<file path="config.mk">
export PLATFORM = sky130hd
export DESIGN_NAME = sdc_check
export DESIGN_NICKNAME = d
export VERILOG_FILES = /design/src/core/sdc_pkg.sv /design/src/core/sdc_type_decode.sv /design/src/core/sdc_accessed_wb.sv /design/src/core/sdc_check.sv
export VERILOG_INCLUDE_DIRS = /design/src /design/src/core
export SDC_FILE = /design/constraint.sdc
export NUM_CORES = 1
export LEC_CHECK = 0
export BUFFER_PORTS_ARGS = -buffer_cell sky130_fd_sc_hd__buf_2
export CAP_MARGIN = 10
export CORE_UTILIZATION = 55
export DETAILED_ROUTE_END_ITERATION = 12
export PLACE_DENSITY = 0.89
export SLEW_MARGIN = 25
export SYNTH_ARGS = -nofsm -noshare
export SYNTH_HDL_FRONTEND = slang
export SYNTH_HIERARCHICAL = 1
export SYNTH_SLANG_ARGS = --single-unit
</file>
<file path="constraint.sdc">
create_clock -name clk_in -period 3.5 [get_ports clk_in]
set_input_delay 0.7 -clock clk_in [delete_from_list [all_inputs] [get_ports clk_in]]
set_output_delay 0.7 -clock clk_in [all_outputs]
set_load 0.005 [all_outputs]
</file>
<file path="src/core/sdc_map.svh">
// named offsets, field positions, encodings and reset values of the segment type checker
// assumes it is included by bare name from the core/ files
`ifndef SDC_MAP_SVH
`define SDC_MAP_SVH

// ---------------------------------------------
// fields of the descriptor's second doubleword
// ---------------------------------------------
`define SDC_TYPE_LSB 8
`define SDC_TYPE_MSB 11
`define SDC_CLASS_BIT 12
`define SDC_DPL_LSB 13
`define SDC_DPL_MSB 14

// ---------------------------------------------
// bit positions inside the four-bit type field
// ---------------------------------------------
`define SDC_T_ACC 0
`define SDC_T_WR 1
`define SDC_T_RD 1
`define SDC_T_DOWN 2
`define SDC_T_CONF 2
`define SDC_T_CODE 3
`define SDC_T_WIDE 3

// ---------------------------------------------
// system type encodings
// ---------------------------------------------
`define SDC_SYS_TSS16_AVL 4'h1
`define SDC_SYS_LDT 4'h2
`define SDC_SYS_TSS16_BSY 4'h3
`define SDC_SYS_CALL16 4'h4
`define SDC_SYS_TASK 4'h5
`define SDC_SYS_INTR16 4'h6
`define SDC_SYS_TRAP16 4'h7
`define SDC_SYS_TSS32_AVL 4'h9
`define SDC_SYS_TSS32_BSY 4'hB
`define SDC_SYS_CALL32 4'hC
`define SDC_SYS_INTR32 4'hE
`define SDC_SYS_TRAP32 4'hF

// ---------------------------------------------
// segment register indices and reset values
// ---------------------------------------------
`define SDC_NUM_SEGS 6
`define SDC_SEG_W 3
`define SDC_SEG_CODE 3'h0
`define SDC_SEG_STACK 3'h1
`define SDC_SEG_DATA 3'h2
`define SDC_SEG_EXTRA 3'h3
`define SDC_SEG_THIRD 3'h4
`define SDC_SEG_FOURTH 3'h5
`define SDC_CPL_RESET 2'h0
`define SDC_WORD_RESET 32'h0000_0000

`endif

</file>
<file path="src/core/sdc_pkg.sv">
// types shared by the segment type decoder, the accessed write-back unit and the checker
// assumes nothing beyond a SystemVerilog compiler
package sdc_pkg;

   // ---------------------------------------------
   // descriptor kinds and decoded attributes
   // ---------------------------------------------
   typedef enum logic [2:0] {
      SDC_KIND_NONE = 3'h0,
      SDC_KIND_LDT = 3'h1,
      SDC_KIND_TSS = 3'h2,
      SDC_KIND_CALL = 3'h3,
      SDC_KIND_TASK = 3'h4,
      SDC_KIND_INTR = 3'h5,
      SDC_KIND_TRAP = 3'h6
   } sdc_kind_type;

   typedef struct packed {
      logic is_system;
      logic is_code;
      logic is_data;
      logic accessed;
      logic writable;
      logic grow_down;
      logic readable;
      logic conforming;
      logic reserved;
      logic sys_segment;
      logic is_gate;
      logic wide32;
      logic busy;
      sdc_kind_type kind;
   } sdc_attr_type;

   // ---------------------------------------------
   // requests from the core
   // ---------------------------------------------
   typedef struct packed {
      logic [2:0] target;
      logic via_gate;
      logic [31:0] word;
   } sdc_load_type;

   typedef struct packed {
      logic [2:0] target;
      logic write;
   } sdc_access_type;

   // ---------------------------------------------
   // fault causes and write-back states
   // ---------------------------------------------
   typedef enum logic [3:0] {
      SDC_CAUSE_NONE = 4'h0,
      SDC_CAUSE_STACK_RO = 4'h1,
      SDC_CAUSE_STACK_KIND = 4'h2,
      SDC_CAUSE_EXEC_ONLY_LOAD = 4'h3,
      SDC_CAUSE_SYSTEM = 4'h4,
      SDC_CAUSE_PRIV = 4'h5,
      SDC_CAUSE_NOT_CODE = 4'h6,
      SDC_CAUSE_CODE_WRITE = 4'h7,
      SDC_CAUSE_EXEC_ONLY_READ = 4'h8,
      SDC_CAUSE_DATA_RO_WRITE = 4'h9,
      SDC_CAUSE_UNLOADED = 4'hA
   } sdc_cause_type;

   typedef enum logic [1:0] {
      SDC_WB_IDLE = 2'b01,
      SDC_WB_WRITE = 2'b10
   } sdc_wb_state_type;

endpackage

</file>
<file path="src/core/sdc_type_decode.sv">
// combinational decode of the class flag and type field of a descriptor
// assumes the second doubleword of the descriptor is presented whole
`include "sdc_map.svh"

module sdc_type_decode (
   input wire logic [31:0] desc_word_in,
   output sdc_pkg::sdc_attr_type attr_out
);

   logic [3:0] t;
   logic s;

   always_comb
   begin
      t = desc_word_in[`SDC_TYPE_MSB:`SDC_TYPE_LSB];
      s = desc_word_in[`SDC_CLASS_BIT];
      attr_out = '0;
      attr_out.kind = sdc_pkg::SDC_KIND_NONE;
      attr_out.is_system = !s;
      attr_out.is_code = s && t[`SDC_T_CODE];
      attr_out.is_data = s && !t[`SDC_T_CODE];
      if (s)
      begin
         attr_out.accessed = t[`SDC_T_ACC];
         attr_out.writable = !t[`SDC_T_CODE] && t[`SDC_T_WR];
         attr_out.grow_down = !t[`SDC_T_CODE] && t[`SDC_T_DOWN];
         attr_out.readable = !t[`SDC_T_CODE] || t[`SDC_T_RD];
         // data is never conforming
         attr_out.conforming = t[`SDC_T_CODE] && t[`SDC_T_CONF];
      end
      else
      begin
         attr_out.wide32 = t[`SDC_T_WIDE];
         case (t)
            `SDC_SYS_LDT:
            begin
               attr_out.kind = sdc_pkg::SDC_KIND_LDT;
               attr_out.sys_segment = 1'b1;
            end
            `SDC_SYS_TSS16_AVL, `SDC_SYS_TSS32_AVL:
            begin
               attr_out.kind = sdc_pkg::SDC_KIND_TSS;
               attr_out.sys_segment = 1'b1;
            end
            `SDC_SYS_TSS16_BSY, `SDC_SYS_TSS32_BSY:
            begin
               attr_out.kind = sdc_pkg::SDC_KIND_TSS;
               attr_out.sys_segment = 1'b1;
               attr_out.busy = 1'b1;
            end
            `SDC_SYS_CALL16, `SDC_SYS_CALL32:
            begin
               attr_out.kind = sdc_pkg::SDC_KIND_CALL;
               attr_out.is_gate = 1'b1;
            end
            `SDC_SYS_TASK:
            begin
               attr_out.kind = sdc_pkg::SDC_KIND_TASK;
               attr_out.is_gate = 1'b1;
            end
            `SDC_SYS_INTR16, `SDC_SYS_INTR32:
            begin
               attr_out.kind = sdc_pkg::SDC_KIND_INTR;
               attr_out.is_gate = 1'b1;
            end
            `SDC_SYS_TRAP16, `SDC_SYS_TRAP32:
            begin
               attr_out.kind = sdc_pkg::SDC_KIND_TRAP;
               attr_out.is_gate = 1'b1;
            end
            default:
            begin
               attr_out.reserved = 1'b1;
            end
         endcase
      end
   end

endmodule

</file>
<file path="src/core/sdc_accessed_wb.sv">
// accessed-flag write-back sequencer: one descriptor write cycle per request
// assumes cycle_done_in is already synchronised to clk_in
`include "sdc_map.svh"

module sdc_accessed_wb (
   input wire logic clk_in,
   input wire logic rst_n_in,
   input wire logic start_in,
   input wire logic [31:0] word_in,
   input wire logic cycle_done_in,
   output logic write_req_out,
   output logic [31:0] write_word_out,
   output logic idle_out
);

   sdc_pkg::sdc_wb_state_type state_q;

   // ---------------------------------------------
   // state
   // ---------------------------------------------
   always_ff @(posedge clk_in or negedge rst_n_in)
   begin
      if (!rst_n_in)
      begin
         state_q <= sdc_pkg::SDC_WB_IDLE;
      end
      else
      begin
         case (state_q)
            sdc_pkg::SDC_WB_IDLE:
            begin
               if (start_in)
               begin
                  state_q <= sdc_pkg::SDC_WB_WRITE;
               end
            end
            sdc_pkg::SDC_WB_WRITE:
            begin
               // the write ends only on cycle-done, even if nothing drives the bus
               if (cycle_done_in)
               begin
                  state_q <= sdc_pkg::SDC_WB_IDLE;
               end
            end
            default:
            begin
               state_q <= sdc_pkg::SDC_WB_IDLE;
            end
         endcase
      end
   end

   // ---------------------------------------------
   // outputs
   // ---------------------------------------------
   always_ff @(posedge clk_in or negedge rst_n_in)
   begin
      if (!rst_n_in)
      begin
         write_req_out <= 1'b0;
         write_word_out <= `SDC_WORD_RESET;
         idle_out <= 1'b1;
      end
      else if (state_q == sdc_pkg::SDC_WB_IDLE && start_in)
      begin
         write_req_out <= 1'b1;
         write_word_out <= word_in | (32'h0000_0001 << (`SDC_TYPE_LSB + `SDC_T_ACC));
         idle_out <= 1'b0;
      end
      else if (state_q == sdc_pkg::SDC_WB_WRITE && cycle_done_in)
      begin
         write_req_out <= 1'b0;
         idle_out <= 1'b1;
      end
   end

endmodule

</file>
<file path="src/core/sdc_check.sv">
// segment type decode and protection checks on segment-register loads and accesses
// assumes loads and accesses come from core logic on clk_in; cycle_done_in is a pin
`include "sdc_map.svh"

module sdc_check #(
   parameter int NUM_SEGS = `SDC_NUM_SEGS
) (
   input wire logic clk_in,
   input wire logic rst_n_in,
   input wire logic protected_mode_in,
   input wire logic [1:0] cpl_in,
   input wire logic load_valid_in,
   input wire sdc_pkg::sdc_load_type load_in,
   input wire logic access_valid_in,
   input wire sdc_pkg::sdc_access_type access_in,
   input wire logic cycle_done_in,
   output logic load_ready_out,
   output sdc_pkg::sdc_attr_type attr_out,
   output logic load_done_out,
   output logic general_protection_fault_out,
   output sdc_pkg::sdc_cause_type fault_cause_out,
   output logic cpl_update_out,
   output logic [1:0] new_cpl_out,
   output logic access_ok_out,
   output logic desc_write_req_out,
   output logic [31:0] desc_write_word_out
);

   // ---------------------------------------------
   // declarations
   // ---------------------------------------------
   sdc_pkg::sdc_attr_type dec_attr;
   sdc_pkg::sdc_attr_type cache_q [NUM_SEGS];
   logic [NUM_SEGS-1:0] cache_valid_q;
   logic done_meta_q;
   logic done_sync_q;
   logic wb_idle;
   logic load_take;
   logic load_fault;
   logic wb_start;
   logic [1:0] dpl;
   logic [1:0] cpl_next;
   sdc_pkg::sdc_cause_type load_cause;
   sdc_pkg::sdc_cause_type access_cause;
   sdc_pkg::sdc_attr_type acc_attr;
   logic acc_valid;

   // ---------------------------------------------
   // type decode
   // ---------------------------------------------
   sdc_type_decode u_decode (
      .desc_word_in (load_in.word),
      .attr_out (dec_attr)
   );

   assign dpl = load_in.word[`SDC_DPL_MSB:`SDC_DPL_LSB];
   assign load_take = load_valid_in && wb_idle;

   // ---------------------------------------------
   // load checks
   // ---------------------------------------------
   always_comb
   begin
      load_cause = sdc_pkg::SDC_CAUSE_NONE;
      cpl_next = cpl_in;
      if (dec_attr.is_system)
      begin
         // gates and system segments are reached by other paths, never by a segment load
         load_cause = sdc_pkg::SDC_CAUSE_SYSTEM;
      end
      else
      begin
         case (load_in.target)
            `SDC_SEG_CODE:
            begin
               if (!dec_attr.is_code)
               begin
                  load_cause = sdc_pkg::SDC_CAUSE_NOT_CODE;
               end
               else if (dec_attr.conforming)
               begin
                  // less privileged conforming code is refused; privilege stays put
                  if (dpl > cpl_in)
                  begin
                     load_cause = sdc_pkg::SDC_CAUSE_PRIV;
                  end
                  cpl_next = cpl_in;
               end
               else
               begin
                  if (dpl != cpl_in && !load_in.via_gate)
                  begin
                     load_cause = sdc_pkg::SDC_CAUSE_PRIV;
                  end
                  cpl_next = dpl;
               end
            end
            `SDC_SEG_STACK:
            begin
               if (!dec_attr.is_data)
               begin
                  load_cause = sdc_pkg::SDC_CAUSE_STACK_KIND;
               end
               else if (!dec_attr.writable)
               begin
                  load_cause = sdc_pkg::SDC_CAUSE_STACK_RO;
               end
            end
            default:
            begin
               // data needs no gate at any level; code must be readable
               if (dec_attr.is_code && !dec_attr.readable)
               begin
                  load_cause = sdc_pkg::SDC_CAUSE_EXEC_ONLY_LOAD;
               end
            end
         endcase
      end
   end

   assign load_fault = protected_mode_in && load_cause != sdc_pkg::SDC_CAUSE_NONE;
   // no write cycle when the flag is set already, which spares rom tables
   assign wb_start = load_take && protected_mode_in && !load_fault && !dec_attr.accessed;

   // ---------------------------------------------
   // cached attributes, one entry per segment register
   // ---------------------------------------------
   for (genvar g = 0; g < NUM_SEGS; g++)
   begin : g_cache
      always_ff @(posedge clk_in or negedge rst_n_in)
      begin
         if (!rst_n_in)
         begin
            cache_q[g] <= '0;
            cache_valid_q[g] <= 1'b0;
         end
         else if (load_take && !load_fault && load_in.target == `SDC_SEG_W'(g))
         begin
            cache_q[g] <= dec_attr;
            cache_q[g].accessed <= 1'b1;
            cache_valid_q[g] <= 1'b1;
         end
      end
   end

   // ---------------------------------------------
   // access checks
   // ---------------------------------------------
   always_comb
   begin
      acc_attr = '0;
      acc_valid = 1'b0;
      for (int i = 0; i < NUM_SEGS; i++)
      begin
         if (access_in.target == `SDC_SEG_W'(i))
         begin
            acc_attr = cache_q[i];
            acc_valid = cache_valid_q[i];
         end
      end
      access_cause = sdc_pkg::SDC_CAUSE_NONE;
      if (!acc_valid)
      begin
         access_cause = sdc_pkg::SDC_CAUSE_UNLOADED;
      end
      else if (access_in.write && acc_attr.is_code)
      begin
         access_cause = sdc_pkg::SDC_CAUSE_CODE_WRITE;
      end
      else if (access_in.write && !acc_attr.writable)
      begin
         access_cause = sdc_pkg::SDC_CAUSE_DATA_RO_WRITE;
      end
      else if (!access_in.write && !acc_attr.readable)
      begin
         access_cause = sdc_pkg::SDC_CAUSE_EXEC_ONLY_READ;
      end
   end

   // ---------------------------------------------
   // registered results
   // ---------------------------------------------
   always_ff @(posedge clk_in or negedge rst_n_in)
   begin
      if (!rst_n_in)
      begin
         general_protection_fault_out <= 1'b0;
         fault_cause_out <= sdc_pkg::SDC_CAUSE_NONE;
         load_done_out <= 1'b0;
         access_ok_out <= 1'b0;
      end
      else
      begin
         load_done_out <= load_take;
         general_protection_fault_out <= 1'b0;
         access_ok_out <= 1'b0;
         // a load fault wins the cause field over a same-cycle access fault
         if (load_take && load_fault)
         begin
            general_protection_fault_out <= 1'b1;
            fault_cause_out <= load_cause;
         end
         else if (access_valid_in && protected_mode_in && access_cause != sdc_pkg::SDC_CAUSE_NONE)
         begin
            general_protection_fault_out <= 1'b1;
            fault_cause_out <= access_cause;
         end
         if (access_valid_in && (!protected_mode_in || access_cause == sdc_pkg::SDC_CAUSE_NONE))
         begin
            access_ok_out <= 1'b1;
         end
      end
   end

   always_ff @(posedge clk_in or negedge rst_n_in)
   begin
      if (!rst_n_in)
      begin
         attr_out <= '0;
      end
      else if (load_take)
      begin
         attr_out <= dec_attr;
      end
   end

   always_ff @(posedge clk_in or negedge rst_n_in)
   begin
      if (!rst_n_in)
      begin
         cpl_update_out <= 1'b0;
         new_cpl_out <= `SDC_CPL_RESET;
      end
      else
      begin
         cpl_update_out <= 1'b0;
         if (load_take && protected_mode_in && !load_fault && load_in.target == `SDC_SEG_CODE)
         begin
            cpl_update_out <= 1'b1;
            new_cpl_out <= cpl_next;
         end
      end
   end

   // ---------------------------------------------
   // cycle-done synchroniser and write-back
   // ---------------------------------------------
   always_ff @(posedge clk_in or negedge rst_n_in)
   begin
      if (!rst_n_in)
      begin
         done_meta_q <= 1'b0;
         done_sync_q <= 1'b0;
      end
      else
      begin
         done_meta_q <= cycle_done_in;
         done_sync_q <= done_meta_q;
      end
   end

   sdc_accessed_wb u_wb (
      .clk_in (clk_in),
      .rst_n_in (rst_n_in),
      .start_in (wb_start),
      .word_in (load_in.word),
      .cycle_done_in (done_sync_q),
      .write_req_out (desc_write_req_out),
      .write_word_out (desc_write_word_out),
      .idle_out (wb_idle)
   );

   // loads stall while a write-back is outstanding
   always_ff @(posedge clk_in or negedge rst_n_in)
   begin
      if (!rst_n_in)
      begin
         load_ready_out <= 1'b1;
      end
      else
      begin
         load_ready_out <= !(wb_start || (!wb_idle && !(done_sync_q)));
      end
   end

endmodule

</file>
==> summary.md, run 1 <==
| Metric | Value |
|---|---|
| Mapped cell area | a little over 4000 um2 |
| Commonest cells after routing, fill and taps aside | buf_2 (106), dfrtp_1 (86), nand2_1 (63) |
| Iter 0 DRT Violations | 162 |
| Final min period | a little under 3 ns |
| DRC errors left | 0 |
| H-tree depth | 3 |
| Clock Latency Late Sink | between 0.3 and 0.4 ns |
| Fraction of layout cells with a size suffix above 1 | 0.422 |
| Resize count post-CTS | 0 |
| Met3 Usage GRT | 0.0653 |
| Slew @ Worst Pin | between 0.7 and 0.8 ns |
| Die area | approximately 7800 um2 |
| Top cells by area, synth | dfrtp_1 (52%), mux2_4 (9.9%), nand2_1 (5.7%) |
| Core area | 7250 um2 |
| Hold path depth | 0 |
| Row count | 31 |
| Die height | about 90 um |
| PD cells | ~400 nW/um2 |
| Total CTS buffers | 9 |
| Via/cell ratio | roughly 5.2 |
| CTS tree | built |
| Clk sinks | 89 |
| Die Width | about 88 um |
| IO Pins | ~110 |
| Mean post-synth cell area | roughly 12 um2 |
| Routed wire length per instance | around 15 um |
| Setup crit end kind | register |
| Layout area overhead | 19.4% |
| Final WL | 8410 um |
| Lkg Pwr | between 2 and 3 nW |
| Startpoint types | primary input |
| Clock slew at reported path FFs | ~0.090 ns |
| Fin Hold WS | ~0.36 ns |
| Unique masters post-synth | ~50 |
| Gr usage total | 0.231 |
| Vias in the first global route | 2818 |
| Initial Utilization | 0.567 |
| Worst hold path type | register to register |
| Initial DRT Pass Iterations | 4 |
| Peak VDD IR | roughly 0.26 mV |
| Worst Reg-to-Reg Cells | 9 |
| Final setup viols | 0 |
| Fin crit share | 0.838 |
| Status | complete, no violations |
| Most common cell after layout, fill and taps aside | buf_2 |
| Final hold vios | 0 |
| Clock Tree Buf Depth | 2 |
| Post-synthesis register bit count | 89 |
| RD Place Congestion | 0.863 |
| Critical path arrival | ~3.2 ns |
| Root buffer cell | clkbuf_8 |
| Worst Path Class, Setup | primary input to register |
| Max Cap Viol | 0 |
| RSZ-0062 raised after global routing | no |
| WP data required | between 3 and 4 ns |
| Final Skew | 0.00995 ns |
| First-pass GRT wire length | 13600 um |
| Number of I/O port buffers | roughly 110 |
| Max Freq | approximately 340 MHz |
| Syn. warnings | 6 |
| Post-CTS Setup Repair Bufs | 0 |
| Detailed Place HPWL | a little over 6000 um |
| Syn_nets | ~400 |
| Slew HR | 0.486 |
| Via Count | roughly 2900 |
| Ant diodes | 0 |
| Largest net degree at the start of global routing | 90 |
| GRT overflow | 0 |
| ANT nets after route | 0 |
| Hold buffers post-CTS | 0 |
| Post-synth top area share | 0.523 |
| Share of the yosys chip area belonging to registers | 0.542 |
| Post-Synthesis Cells | ~350 |
| M1 GR Usage | 0.303 |
| Slew Viols, Final | 0 |
| Nets | between 500 and 600 |
| GRT met2 Usage | 0.376 |
| Setup TNS | 0 ns |
| Worst-path fanout max | 24 |
| Initial antenna violation count | 0 |
| Layer with the highest usage | met2 |
| Synth area leader | dfrtp_1 |
[flip-flops by register name (all words and copies together) (netlist names)]
| signal | flops |
|---|---|
| attr_out | 16 |
| u_wb/state_q | 2 |
| fault_cause_out | 4 |
| cache_q | 18 |
| access_ok_out | 1 |
| general_protection_fault_out | 1 |
| u_wb/idle_out | 1 |
| new_cpl_out | 2 |
| load_done_out | 1 |
| cpl_update_out | 1 |
| load_ready_out | 1 |
| u_wb/write_req_out | 1 |
| cache_valid_q | 6 |
| done_sync_q | 1 |
| done_meta_q | 1 |
| u_wb/write_word_out | 32 |
[per-layer routing]
metal	wire length [um]	part of all wire
met1	3720	0.44
met2	4040	0.48
met3	563	0.067
met4	98	0.012
met5	0	0
[power by group]
group          total (mW)  leakage (nW)  switching (mW)  internal (mW)
combinational       0.192          1.45           0.105         0.0872
clock               0.716        0.0966           0.380          0.336
sequential           1.08          1.20          0.0184           1.06
[critical path: stages]
cell and delay, ns:
buf_2 0.18, inv_1 0.19, nor2_1 0.20, nor2b_1 0.19
a31oi_1 0.07, o21ai_2 0.19, nand2_1 0.11, nor3_1 0.32
nand2_1 0.12, or2_2 0.30, buf_4 0.25, mux2_4 0.34
[kinds of logic (layout without fill, tap and decap cells)]
family          Yosys count  after routing  synth area share
simple gates            129            129             0.157
flops                    89             89             0.542
compound gates           41             41            0.0651
xor+xnor                  1              1           0.00213
buf+inv                  25            141            0.0389
fa+ha+maj                 2              2           0.00608
mux                      61             61             0.189
[cells in the mapped netlist (all sizes together)]
| cell type | instances |
|---|---|
| o221a | 1 |
| nand3 | 2 |
| ha | 2 |
| dfstp | 3 |
| mux2 | 52 |
| nor2b | 4 |
| and2b | 2 |
| nand2b | 11 |
| nand3b | 4 |
| mux2i | 9 |
| a211oi | 2 |
| a31oi | 1 |
| or2 | 6 |
| nor4 | 4 |
| nor3b | 1 |
| o21bai | 1 |
| o2bb2ai | 1 |
| o21ai | 12 |
| a21boi | 2 |
| inv | 10 |
| and2 | 2 |
| a32oi | 1 |
| clkbuf | 3 |
| o221ai | 2 |
| dfrtp | 86 |
| a22oi | 1 |
| or4 | 4 |
| o211ai | 1 |
| nand2 | 63 |
| o22ai | 2 |
| xnor2 | 1 |
| a21oi | 12 |
| buf | 11 |
| and3 | 3 |
| nor3 | 6 |
| clkinv | 1 |
| a2bb2oi | 1 |
| o21a | 1 |
| nor2 | 17 |
[area by class of cell]
class,count,area (um2)
inverters,11,41.3
repair buffers,114,594
clock buffers,9,124
flip-flops and latches,89,2230
clock inverters,7,76.3
multi-input cells,234,1720
well taps,99,124
fillers,579,2340
[metrics by stage]
stage	instance area, um2	std cells	worst slack (ns)	power (mW)	utilization
global placement	4710	547	0.309	1.29	0.649
global route	4910	563	0.356	2.07	0.677
finish	4910	563	0.567	1.99	0.677
detailed placement	4710	547	0.212	1.29	0.649
CTS	4910	563	0.598	2.01	0.677
floorplan	4110	348	0.489	1.19	-
[worst paths after layout]
kind                                                 from                                 end  slack [ns]
worst max-delay path                          load_in[12]  u_wb/write_word_out[2]$_DFFE_PN0P_        0.57
worst min-delay path                done_meta_q$_DFF_PN0_               done_sync_q$_DFF_PN0_        0.36
worst max register to register  u_wb/idle_out$_DFFE_PN1P_  u_wb/write_word_out[2]$_DFFE_PN0P_        1.05
worst min register to register      done_meta_q$_DFF_PN0_               done_sync_q$_DFF_PN0_        0.36
max in group asynchronous                        rst_n_in            attr_out[15]$_DFFE_PN0P_        2.59
min in group asynchronous                        rst_n_in             access_ok_out$_DFF_PN0_        0.39
No activity file was read; power rests on OpenSTA's default activity.
==> inputs of run 2 (changes only) <==
--- a/config.mk
+++ b/config.mk
@@ -8,9 +8,9 @@
 export LEC_CHECK = 0
 export BUFFER_PORTS_ARGS = -buffer_cell sky130_fd_sc_hd__buf_2
 export CAP_MARGIN = 10
-export CORE_UTILIZATION = 55
+export CORE_UTILIZATION = 53
 export DETAILED_ROUTE_END_ITERATION = 12
-export PLACE_DENSITY = 0.89
+export PLACE_DENSITY = 0.86
 export SLEW_MARGIN = 25
 export SYNTH_ARGS = -nofsm -noshare
 export SYNTH_HDL_FRONTEND = slang
==> constraint.sdc (replaced) <==
create_clock -name clk_in -period 2.8 [get_ports clk_in]
set_input_delay 0.56 -clock clk_in [delete_from_list [all_inputs] [get_ports clk_in]]
set_output_delay 0.56 -clock clk_in [all_outputs]
set_load 0.005 [all_outputs]
==> summary.md, run 2 (synthesis results as in run 1) <==
| Metric | Value |
|---|---|
| Status | complete, no violations (unchanged) |
| CTS tree | built (unchanged) |
| Largest registers | u_wb/write_word_out (32), cache_q (18), attr_out (16) (unchanged) |
| Max reg flops | 32 (unchanged) |
| Most common cell after layout, fill and taps aside | buf_2 (unchanged) |
| Slew Viols, Final | 0 (unchanged) |
| Initial DRT Pass Iterations | 4 (unchanged) |
| Initial antenna violation count | 0 (unchanged) |
| Largest net degree at the start of global routing | 79 (was 90) |
| Fin Hold WS | 0.199 ns (was 0.359 ns) |
| Resize count post-CTS | 0 (unchanged) |
| Biggest register | u_wb/write_word_out (unchanged) |
| RSZ-0062 raised after global routing | no (unchanged) |
| Post-CTS Setup Repair Bufs | 0 (unchanged) |
| Final hold vios | 0 (unchanged) |
| Routed wire length per instance | 15.6 um (was 14.9 um) |
| Slew @ Worst Pin | 0.688 ns (was 0.771 ns) |
| Number of I/O port buffers | 107 (unchanged) |
| GRT overflow | 0 (unchanged) |
| DRC errors left | 0 (unchanged) |
| Final Skew | 0.0102 ns (was 0.00995 ns) |
| H-tree depth | 3 (unchanged) |
| Via Count | 3017 (was 2946) |
| Final setup viols | 0 (unchanged) |
| Ant diodes | 0 (unchanged) |
| Max Freq | 392 MHz |
| Via/cell ratio | 5.24 (was 5.23) |
| Die height | 90.1 um (was 88.5 um) |
| Core area | 7370 um2 (was 7250 um2) |
| Clock slew at reported path FFs | 0.09 ns (about the same) |
| Commonest cells after routing, fill and taps aside | buf_2 (106), dfrtp_1 (86), nand2_1 (63) (unchanged) |
| Worst Path Class, Setup | primary input to register (unchanged) |
| Row count | 31 (unchanged) |
| Clock Tree Buf Depth | 2 (unchanged) |
| Die Width | 90.1 um (was 88.5 um) |
| Vias in the first global route | 3106 (was 2818) |
| Fillers | 552 (was 579) |
| Layout area overhead | 22.4% (was 19.4%) |
| Place WS | -0.0622 ns (was 0.212 ns) |
| Startpoint types | primary input (unchanged) |
| Setup TNS | 0 ns (unchanged) |
| Worst hold path type | primary input to asynchronous set/reset pin (was register to register) |
| IO Pins | 108 (unchanged) |
| Max Cap Viol | 0 (unchanged) |
| Setup crit end kind | register (unchanged) |
| Gr usage total | 0.232 (was 0.231) |
| Design Area, Final | 5030 um2 (was 4910 um2) |
| Worst Reg-to-Reg Cells | 8 (was 9) |
| Peak VDD IR | 0.296 mV (was 0.259 mV) |
| Total CTS buffers | 9 (unchanged) |
| WP data required | 3.04 ns (was 3.75 ns) |
| Die area | 8120 um2 (was 7830 um2) |
| Clock Latency Late Sink | 0.35 ns (was 0.36 ns) |
| Lkg Pwr | 2.82 nW (was 2.75 nW) |
| ANT nets after route | 0 (unchanged) |
| Post-DP Area | 4820 um2 (was 4710 um2) |
| Hold buffers post-CTS | 0 (unchanged) |
| PD cells | 499 nW/um2 (was 405 nW/um2) |
| Slew HR | 0.541 (was 0.486) |
| Worst Setup Slack, final | 0.247 ns (was 0.567 ns) |
| Nets | 522 (was 509) |
| Iter 0 DRT Violations | 131 (was 162) |
| First-pass GRT wire length | 15100 um (was 13600 um) |
| Final min period | ~2.6 ns |
| Critical path arrival | 2.79 ns (was 3.18 ns) |
| Root buffer cell | clkbuf_8 (unchanged) |
| Fraction of layout cells with a size suffix above 1 | 0.442 (was 0.422) |
| Detailed Place HPWL | 6420 um (was 6190 um) |
| Worst-path fanout max | 8 (was 24) |
| Final WL | 8970 um (was 8410 um) |
| Clk sinks | 89 (unchanged) |
| Initial Utilization | 0.558 (was 0.567) |
| Fin crit share | 0.912 |
| RD Place Congestion | 0.847 (was 0.863) |
## run 2: critical path, cell delays in order
cell and delay [ns]:
buf_2 0.14, inv_1 0.07, nor2_1 0.27, buf_4 0.22, nand2b_1 0.06, a21oi_1 0.28, o21ai_2 0.10, buf_4 0.15
a21boi_2 0.29, nand3b_1 0.28, mux2_2 0.36
## run 2: path summary, 6_finish.rpt
check                                           from                            endpoint  slack [ns]
max in group asynchronous                   rst_n_in  u_wb/write_word_out[2]$_DFFE_PN0P_        1.97
min in group clk_in                    cycle_done_in               done_meta_q$_DFF_PN0_        0.32
setup / recovery                         load_in[11]             cache_q[89]$_DFFE_PN0P_        0.25
hold / removal                              rst_n_in             access_ok_out$_DFF_PN0_        0.20
hold reg to reg                done_meta_q$_DFF_PN0_               done_sync_q$_DFF_PN0_        0.38
setup reg to reg           u_wb/idle_out$_DFFE_PN1P_  u_wb/write_word_out[7]$_DFFE_PN0P_        0.77
## run 2: per-layer routing
metal | GRT usage | vias to the layer above | share of wire
li1 | - | 1439 | -
met1 | 0.306 | 1475 | 0.44
met2 | 0.384 | 90 | 0.49
met3 | 0.0440 | 13 | 0.051
met4 | 0.0793 | 0 | 0.015
met5 | 0 | - | 0
## run 2: through the flow
stage           util  std cells  total power [mW]
6_report       0.683        576              2.51
5_1_grt        0.683        576              2.61
2_1_floorplan      -        348              1.49
3_3_place_gp   0.655        560              1.63
4_1_cts        0.683        576              2.53
3_5_place_dp   0.655        560              1.64
## run 2: cell type report
type | instances | area [um2] | area share
Sequential cell | 89 | 2230 | 0.443
Multi-Input combinational cell | 234 | 1730 | 0.343
Timing Repair Buffer | 127 | 704 | 0.140
Clock buffer | 10 | 138 | 0.0273
Tap cell | 99 | 124 | 0.0246
Clock inverter | 6 | 67.6 | 0.0134
Inverter | 11 | 41.3 | 0.00820
## run 2: power breakdown
group | internal [mW] | switching (mW)
Clock | 0.438 | 0.460
Sequential | 1.33 | 0.0234
Combinational | 0.122 | 0.137
Total | 1.89 | 0.620
==> inputs of run 3 (changes only) <==
--- a/config.mk
+++ b/config.mk
@@ -10,7 +10,7 @@
 export CAP_MARGIN = 10
 export CORE_UTILIZATION = 53
 export DETAILED_ROUTE_END_ITERATION = 12
-export PLACE_DENSITY = 0.86
+export PLACE_DENSITY = 0.79
 export SLEW_MARGIN = 25
 export SYNTH_ARGS = -nofsm -noshare
 export SYNTH_HDL_FRONTEND = slang
==> summary.md, run 3 (synthesis results as in run 1) <==
| Metric | Value |
|---|---|
| Vias in the first global route | 2980 (was 3106) |
| Nets | 522 (unchanged) |
| IO Pins | 108 (unchanged) |
| CP peak stage delay | 0.31 ns (was 0.36 ns) |
| Status | complete, no violations (unchanged) |
| Fraction of layout cells with a size suffix above 1 | 0.442 (unchanged) |
| CTS tree | built (unchanged) |
| WP data required | 3.04 ns (about the same) |
| RD Place Congestion | 0.825 (was 0.847) |
| Slew HR | 0.634 (was 0.541) |
| Number of I/O port buffers | 107 (unchanged) |
| Clk sinks | 89 (unchanged) |
| Biggest register | u_wb/write_word_out (unchanged) |
| Worst Path Class, Setup | primary input to register (unchanged) |
| Die height | 90.1 um (unchanged) |
| Total power | 2.56 mW (was 2.51 mW) |
| Via/cell ratio | 5.20 (was 5.24) |
| CP delay by family, top | simple AND/OR/NAND/NOR gates (was compound AO/OA/AOI/OAI gates) |
| Peak VDD IR | 0.326 mV (was 0.296 mV) |
| Post-CTS Setup Repair Bufs | 0 (unchanged) |
| Gr usage total | 0.218 (was 0.232) |
| Die Width | 90.1 um (unchanged) |
| Final setup viols | 0 (unchanged) |
| Slew Viols, Final | 0 (unchanged) |
| Clock slew at reported path FFs | 0.08 ns (was 0.09 ns) |
| Final core occ | 0.686 (was 0.683) |
| Resize count post-CTS | 0 (unchanged) |
| Clock Tree Buf Depth | 2 (unchanged) |
| PD cells | 507 nW/um2 (was 499 nW/um2) |
| Routed wire length per instance | 14.5 um (was 15.6 um) |
| Largest registers | u_wb/write_word_out (32), cache_q (18), attr_out (16) (unchanged) |
| Core area | 7370 um2 (unchanged) |
| Commonest cells after routing, fill and taps aside | buf_2 (106), dfrtp_1 (86), nand2_1 (63) (unchanged) |
| Storage element area | 2230 um2 (unchanged) |
| GRT overflow | 0 (unchanged) |
| ANT nets after route | 0 (unchanged) |
| Final min period | 2.49 ns (was 2.55 ns) |
| Total CTS buffers | 9 (unchanged) |
| Setup TNS | 0 ns (unchanged) |
| Clock Latency Late Sink | 0.35 ns (about the same) |
| Iter 0 DRT Violations | 106 (was 131) |
| Max Freq | 401 MHz (was 392 MHz) |
| Slew @ Worst Pin | 0.544 ns (was 0.688 ns) |
| Place WS | -0.0584 ns (was -0.0622 ns) |
| Initial antenna violation count | 0 (unchanged) |
| First-pass GRT wire length | 14200 um (was 15100 um) |
| Worst Setup Slack, final | 0.309 ns (was 0.247 ns) |
| Critical path arrival | 2.73 ns (was 2.79 ns) |
| Startpoint types | primary input (unchanged) |
| Design Area, Final | 5050 um2 (was 5030 um2) |
| Max reg flops | 32 (unchanged) |
| DRC errors left | 0 (unchanged) |
| Ant diodes | 0 (unchanged) |
| Initial DRT Pass Iterations | 4 (unchanged) |
| Hold buffers post-CTS | 0 (unchanged) |
| Placed insts | 560 (unchanged) |
| Most common cell after layout, fill and taps aside | buf_2 (unchanged) |
| Worst-path fanout max | 27 (was 8) |
| H-tree depth | 3 (unchanged) |
| Final WL | 8380 um (was 8970 um) |
| Lkg Pwr | 2.83 nW (was 2.82 nW) |
| Via Count | 2997 (was 3017) |
| Largest net degree at the start of global routing | 90 (was 79) |
| Max Cap Viol | 0 (unchanged) |
| Layout Cells excl Fill | 576 (unchanged) |
| Final Skew | 0.00647 ns (was 0.0102 ns) |
| Worst hold path type | primary input to asynchronous set/reset pin (unchanged) |
| Fin crit share | 0.890 (was 0.912) |
| Worst path most repeated cell | nand2_1 (was buf_4) |
| Initial Utilization | 0.558 (unchanged) |
| Final hold vios | 0 (unchanged) |
| Crit-path cells | buf_2, inv_1, ha_1, nor2b_1, o221ai_1, o2bb2ai_2, nand2_1, nor3_2, nand2_1, or2_2, buf_12, mux2_4 (was buf_2, inv_1, nor2_1, buf_4, nand2b_1, a21oi_1, o21ai_2, buf_4, a21boi_2, nand3b_1, mux2_2) |
| Root buffer cell | clkbuf_8 (unchanged) |
| Detailed Place HPWL | 6000 um (was 6420 um) |
| Fillers | 567 (was 552) |
| RSZ-0062 raised after global routing | no (unchanged) |
| Setup crit end kind | register (unchanged) |
| Critical path's slowest cell | or2_2 (was mux2_2) |
| Fin Hold WS | 0.243 ns (was 0.199 ns) |
| Area of the multi-input gates | 1730 um2 (unchanged) |
| Layout area overhead | 22.9% (was 22.4%) |
| Die area | 8120 um2 (unchanged) |
| Post-DP Area | 4840 um2 (was 4820 um2) |
| Row count | 31 (unchanged) |
| Buf/Inv on CP | 3 (was 4) |
[run 3: cell count changes in the layout (fill, tap and decap cells not counted)]
cell	before	now
bufinv_16	1	2
buf_6	1	0
inv_6	0	1
clkinv_2	1	2
clkinv_4	2	0
buf_12	1	2
clkbuf_8	10	9
[run 3: path summary, 6_finish.rpt]
| check | cells past startpoint | startpoint | end | slack [ns] |
|---|---|---|---|---|
| hold reg to reg | 0 | done_meta_q$_DFF_PN0_ | done_sync_q$_DFF_PN0_ | 0.36 |
| hold / removal | 2 | rst_n_in | general_protection_fault_out$_DFF_PN0_ | 0.24 |
| setup / recovery | 12 | cpl_in[1] | u_wb/write_word_out[29]$_DFFE_PN0P_ | 0.31 |
| max in group asynchronous | 2 | rst_n_in | load_ready_out$_DFF_PN1_ | 2.19 |
| setup reg to reg | 8 | u_wb/idle_out$_DFFE_PN1P_ | u_wb/write_word_out[29]$_DFFE_PN0P_ | 0.79 |
| min in group clk_in | 1 | cycle_done_in | done_meta_q$_DFF_PN0_ | 0.31 |
[run 3: area by class of cell]
| type | count | area share |
|---|---|---|
| Clock inverter | 7 | 0.0186 |
| Clock buffer | 9 | 0.0245 |
| Tap cell | 99 | 0.0245 |
| Inverter | 11 | 0.00817 |
| Multi-Input combinational cell | 234 | 0.342 |
| Timing Repair Buffer | 127 | 0.141 |
| Sequential cell | 89 | 0.441 |
[run 3: power by group]
group          internal, mW  total (mW)  switching (mW)
Clock                 0.502       0.953           0.450
Combinational         0.123       0.257           0.134
Sequential             1.33        1.35          0.0230
Total                  1.95        2.56           0.608
[run 3: layer usage]
metal,vias to the layer above,part of all wire,track usage
li1,1433,-,-
met1,1470,0.46,0.301
met2,81,0.47,0.342
met3,13,0.054,0.0457
met4,0,0.016,0.0766
met5,-,0,0
